<file path="src/hdl/exec_params.svh">
// Overview of operation
// RQ1 - store_accumulator copies the accumulator into the file register named by its 7-bit operand, flags untouched, one cycle.
// RQ2 - load_literal puts its 8-bit immediate into the accumulator in one cycle with no flag change; unused bits are zero.
// RQ3 - interrupt_exit pops the return stack into the program counter and leaves flags alone.
// RQ4 - interrupt_exit sets global_irq_enable at bit 7 of irq_control_reg and takes two cycles.
// RQ5 - literal_return loads its immediate into the accumulator and the stack top into the program counter, flags unchanged.
// RQ6 - literal_return is one word and two cycles since the popped address replaces the sequential fetch.
// RQ7 - plain return pops the stack top into the program counter in two cycles, accumulator and flags unchanged.
// RQ8 - no_operation is one word and one cycle and only advances the program counter.
`ifndef EXEC_PARAMS_SVH
`define EXEC_PARAMS_SVH
`define OPC_NO_OPERATION 14'h0000
`define OPC_RETURN 14'h0008
`define OPC_INTERRUPT_EXIT 14'h0009
`define OPC_STORE_HI 7'h01
`define OPC_LOAD_HI 4'hc
`define OPC_LITRET_HI 4'hd
`define IRQ_ENABLE_BIT 7
`define ACC_RESET 8'h00
`define PROG_COUNT_RESET 13'h0000
`endif

</file>
<file path="src/hdl/exec_pkg.sv">
package exec_pkg;
    typedef enum logic [2:0] {
        OP_NONE = 3'h0,
        OP_NO_OPERATION = 3'h1,
        OP_STORE = 3'h2,
        OP_LOAD = 3'h3,
        OP_RET = 3'h4,
        OP_LITRET = 3'h5,
        OP_IRET = 3'h6
    } op_t;
    typedef struct packed {
        op_t op;
        logic [6:0] addr;
        logic [7:0] lit;
    } dec_t;
    typedef struct packed {
        logic we;
        logic [6:0] addr;
        logic [7:0] data;
    } fwrite_t;
endpackage : exec_pkg

</file>
<file path="src/hdl/instr_decode.sv">
`timescale 1ns/1ps
`default_nettype none
`include "exec_params.svh"
module instr_decode
    import exec_pkg::*;
(
    input wire logic [13:0] i_word,
    output var exec_pkg::dec_t o_dec
);
    always_comb begin
        o_dec.addr = i_word[6:0];
        o_dec.lit = i_word[7:0];
        if (i_word == `OPC_NO_OPERATION) begin
            o_dec.op = OP_NO_OPERATION;
        end else if (i_word == `OPC_RETURN) begin
            o_dec.op = OP_RET;
        end else if (i_word == `OPC_INTERRUPT_EXIT) begin
            o_dec.op = OP_IRET;
        end else if (i_word[13:7] == `OPC_STORE_HI) begin
            o_dec.op = OP_STORE;
        end else if (i_word[13:10] == `OPC_LOAD_HI && i_word[9:8] == 2'h0) begin
            o_dec.op = OP_LOAD; // see RQ2
        end else if (i_word[13:10] == `OPC_LITRET_HI && i_word[9:8] == 2'h0) begin
            o_dec.op = OP_LITRET;
        end else begin
            o_dec.op = OP_NONE;
        end
    end
endmodule : instr_decode
`default_nettype wire

</file>
<file path="src/hdl/move_and_return_instruction_exec.sv">
`timescale 1ns/1ps
`default_nettype none
`include "exec_params.svh"
module move_and_return_instruction_exec
    import exec_pkg::*;
(
    input wire logic i_clk,
    input wire logic i_rst,
    input wire logic i_valid,
    input wire logic [13:0] i_word,
    input wire logic [12:0] i_stack_top,
    input wire logic [7:0] i_irq_control,
    output logic [7:0] o_acc,
    output logic [12:0] o_program_counter,
    output logic o_busy,
    output logic o_pop,
    output logic o_file_we,
    output logic [6:0] o_file_addr,
    output logic [7:0] o_file_data,
    output logic o_irq_control_we,
    output logic [7:0] o_irq_control,
    output logic o_flush
);
    // ****************************************
    // decode
    // ****************************************
    dec_t dec;
    instr_decode u_dec (
        .i_word(i_word),
        .o_dec(dec)
    );

    // ****************************************
    // execute
    // ****************************************
    logic [7:0] next_acc;
    logic [12:0] next_prog_count;
    logic next_busy;
    logic next_pop;
    fwrite_t next_fw;
    logic next_icw;
    logic [7:0] next_ic;
    logic next_flush;
    logic take;
    assign take = i_valid && !o_busy;

    always_comb begin
        next_acc = o_acc;
        next_prog_count = o_program_counter;
        next_busy = 1'b0;
        next_pop = 1'b0;
        next_fw = '0;
        next_icw = 1'b0;
        next_ic = i_irq_control;
        next_flush = 1'b0;
        if (take) begin
            next_prog_count = o_program_counter + 13'h0001; // see RQ8
            unique case (dec.op)
                OP_STORE: begin
                    next_fw.we = 1'b1; // see RQ1
                    next_fw.addr = dec.addr;
                    next_fw.data = o_acc;
                end
                OP_LOAD: begin
                    next_acc = dec.lit; // see RQ2
                end
                OP_RET: begin
                    next_prog_count = i_stack_top; // see RQ7
                    next_pop = 1'b1;
                    next_busy = 1'b1;
                    next_flush = 1'b1;
                end
                OP_LITRET: begin
                    next_acc = dec.lit; // see RQ5
                    next_prog_count = i_stack_top;
                    next_pop = 1'b1;
                    next_busy = 1'b1; // see RQ6
                    next_flush = 1'b1;
                end
                OP_IRET: begin
                    next_prog_count = i_stack_top; // see RQ3
                    next_pop = 1'b1;
                    next_busy = 1'b1;
                    next_flush = 1'b1;
                    next_icw = 1'b1; // see RQ4
                    next_ic[`IRQ_ENABLE_BIT] = 1'b1;
                end
                OP_NO_OPERATION, OP_NONE: begin
                end
            endcase
        end
    end

    always_ff @(posedge i_clk) begin
        if (i_rst) begin
            o_acc <= `ACC_RESET;
            o_program_counter <= `PROG_COUNT_RESET;
            o_busy <= 1'b0;
            o_pop <= 1'b0;
            o_file_we <= 1'b0;
            o_file_addr <= 7'h00;
            o_file_data <= 8'h00;
            o_irq_control_we <= 1'b0;
            o_irq_control <= 8'h00;
            o_flush <= 1'b0;
        end else begin
            o_acc <= next_acc;
            o_program_counter <= next_prog_count;
            o_busy <= next_busy;
            o_pop <= next_pop;
            o_file_we <= next_fw.we;
            o_file_addr <= next_fw.addr;
            o_file_data <= next_fw.data;
            o_irq_control_we <= next_icw;
            o_irq_control <= next_ic;
            o_flush <= next_flush;
        end
    end
endmodule : move_and_return_instruction_exec
`default_nettype wire

</file>
<file path="config.mk">
export PLATFORM = sky130hd
export DESIGN_NAME = move_and_return_instruction_exec
export DESIGN_NICKNAME = d
export VERILOG_FILES = /design/src/hdl/exec_pkg.sv /design/src/hdl/instr_decode.sv /design/src/hdl/move_and_return_instruction_exec.sv
export VERILOG_INCLUDE_DIRS = /design/src /design/src/hdl
export SDC_FILE = /design/constraint.sdc
export NUM_CORES = 1
export LEC_CHECK = 0
export ABC_CLOCK_PERIOD_IN_PS = 2300
export BUFFER_PORTS_ARGS = -buffer_cell sky130_fd_sc_hd__buf_2
export CORE_AREA = 2 2 71 73
export DETAILED_ROUTE_END_ITERATION = 10
export DIE_AREA = 0 0 73 75
export PLACE_DENSITY = 0.74
export SYNTH_ARGS = -nofsm -noshare
export SYNTH_HDL_FRONTEND = slang
export SYNTH_SLANG_ARGS = --single-unit
</file>
<file path="constraint.sdc">
create_clock -name i_clk -period 2.3 [get_ports i_clk]
set_clock_uncertainty 0.2 [all_clocks]
set_input_delay 0.46 -clock i_clk [delete_from_list [all_inputs] [get_ports i_clk]]
set_output_delay 0.46 -clock i_clk [all_outputs]
set_load 0.02 [all_outputs]
</file>
==> reports/metrics.csv <==
metric,value,unit
status,completed,
CP endpoint,o_file_data[6],
Slew Limit Fails,0,
"EDFF count, synth",0,
Peak VDD IR,0.000295,V
Hold WC Path Type,in -> reg,
"Max stage delay cell, worst path",or4b_4,
placed instance area,0.00245,sq mm
"non-filler cells, final",346,
setup TNS,0,ns
via count,1716,
Leak,1.20,nW
most frequent cell after synthesis,dfxtp_1,
CORE AREA,0.00466,sq mm
RR Endpoint,o_program_counter[8],
Power Density,582,mW/mm^2
CTS buffer count,5,
Die Wd,73,microns
clk sinks,47,
Hold Path Stages,2,
Detailed Route Iter0 Violations,55,
# IOs,87,
Final setup violation count,0,
Final Cell Area,0.00255,sq mm
Critical Path RT,2.34,ns
Seq cells post-synth,47,
DR vias/cell,4.96,
fin nets,330,
worst-path cell chain,buf_2 -> nor4b_1 -> buf_4 -> a31oi_1 -> or4b_4 -> nor2_4 -> and2_1,
crit path buf inv count,2,
Synth area leader,dfxtp_1,
HPWL after DPL,3370,microns
CP max stage delay,0.54,ns
post-DR wirelength/cell,12.8,microns
row count,25,
Critical R2R Launch,o_program_counter[0],
dpl cells,338,
Final Cycle Share,88.6,%
layout cells sized above 1,40.1,%
top post-synthesis cells by area,"dfxtp_1 (49%), mux2i_1 (7.3%), and2_1 (5.2%), nor2_1 (3.5%), a31oi_1 (2.6%)",
Overflow after GRT,0,
CTS tree,built,
Post-CTS Repair Setup Buffers,0,
drt drc,0,
first-pass GRT wire length,6890,microns
crit start category,primary input,
routability congestion estimate,0.796,
unrepaired setup endpoints after global routing,false,
max_cap viols,0,
r2r setup slk,0.30,ns
CTS resizes,0,
top post-synthesis cells by count,"dfxtp_1 (47), nor2_1 (18), and2_1 (16), mux2i_1 (14), nand2_1 (9)",
ys async rst share,0,%
dpl ws,-0.0705,ns
Post-Route WL,4430,microns
hold buffers post-CTS,0,
worst hold margin,0.165,ns
Area Growth Syn to Fin,32.8,%
antenna violations before repair,0,
H-tree depth,2,
GRT Util Overall,16.4,%
yosys synthesis warning count,0,
vias in the first global route,1465,
worst skew pair latency,0.29,ns
Max Fclk,491,MHz
Critical Path Fanout Max,16,
critical path arrival,2.08,ns
initial core utilization,41.3,%
Rel. slew slack,61.0,%
clk buf depth,2,
Die Y,75,microns
Yosys cell types,41,
"Top FF cell, synth",dfxtp_1,
PnR worst setup slack,0.263,ns
FILL cells,442,
CP endpoint kind,flop,
post-synth net total,235,
Final ANT Viol Nets,0,
number of iterations in the first detailed-routing pass,4,
Syn Area/Cell,9.81,sq um
critical path depth in cells,7,
CP top delay family,simple AND/OR/NAND/NOR gates,
Die ar.,0.00548,sq mm
pin count of the biggest net entering global routing,30,
"Reg clk slew, reported paths",0.09,ns
cells after synthesis,196,
Buffers on Ports,86,
clk root buf,clkbuf_8,
Critical Path Source,i_word[2],
"Hold Vio Cnt, Final",0,
sequential fraction of the synthesis area,48.9,%
Setup CP Type,in -> reg,
post-synth top area share,48.9,%
R2R depth,5,
worst slew pin tran,0.581,ns
minimum clock period,2.04,ns
antenna diode count,0,
synthesized area,0.00192,sq mm
## logic make-up (layout without fill, tap and decap cells)
kind of cell    count (synthesis)  count (layout)  share of synthesized area [%]
simple gates                   79              79                           23.0
flops                          47              47                           48.9
mux                            14              14                           7.29
fa+ha+maj                       1               1                          0.651
compound gates                 36              36                           14.4
buf+inv                        19             115                           5.73
## cell usage in the layout (no fill, tap or decap), types with 3 or more instances in the layout
cell type | Yosys | routed
buf_4 | 2 | 13
dfxtp_1 | 47 | 47
nand3_1 | 7 | 7
nor3_1 | 4 | 4
a21oi_1 | 4 | 4
mux2i_1 | 14 | 14
nand2_1 | 9 | 9
o32ai_1 | 5 | 5
clkbuf_8 | 0 | 6
and2_1 | 16 | 16
nor2b_1 | 8 | 8
o21ai_0 | 4 | 4
inv_1 | 7 | 7
nor2_1 | 18 | 18
o21a_1 | 3 | 3
buf_2 | 1 | 86
a31oi_1 | 8 | 8
## area by class of cell
type	count	area (sq um)	share of cell area [%]
clock inverter	2	16.3	0.637
clock buffer	6	82.6	3.23
inverter	7	26.3	1.03
sequential	47	941	36.8
tap	54	67.6	2.65
timing repair buffer	100	548	21.5
multi-input combinational	130	872	34.1
## sequential cells by signal (all words and copies together), names as in the netlist
register and flops:
o_program_counter 13, o_acc 8, o_file_data 8, o_irq_control 8
o_file_addr 7, o_file_we 1, o_flush 1, o_irq_control_we 1
## power breakdown
group / internal (W) / leakage (nW) / switching, W
combinational: 0.0000572 / 0.766 / 0.0000727
sequential: 0.000826 / 0.381 / 0.00000796
clock: 0.000245 / 0.0474 / 0.000277
total: 0.00113 / 1.20 / 0.000357
## layer usage
layer | share of wire, % | global-route usage [%] | vias up
met5 | 0 | 0 | -
met4 | 1.1 | 4.94 | 0
met3 | 6.5 | 4.69 | 4
met2 | 45 | 26.1 | 64
met1 | 47 | 21.6 | 767
li1 | - | - | 881
## how the worst min path moves through the flow
stage	startpoint	to	slack [ns]
2_1_floorplan	o_acc[0]	o_file_data[0]	0.36
3_3_place_gp	o_acc[4]	o_file_data[4]	0.26
3_5_place_dp	o_acc[4]	o_file_data[4]	0.26
4_1_cts	i_irq_control[5]	o_irq_control[5]	0.16
5_1_grt	i_irq_control[2]	o_irq_control[2]	0.17
6_report	i_irq_control[5]	o_irq_control[5]	0.17
## metrics by stage
step                      utilization (%)  power, W
final                                54.8   0.00149
after global routing                 54.8   0.00154
after CTS                            54.8   0.00150
after detailed placement             52.7  0.000984
after global placement               52.7  0.000982
after floorplan                         -  0.000919
No activity file was read; power rests on OpenSTA's default activity.
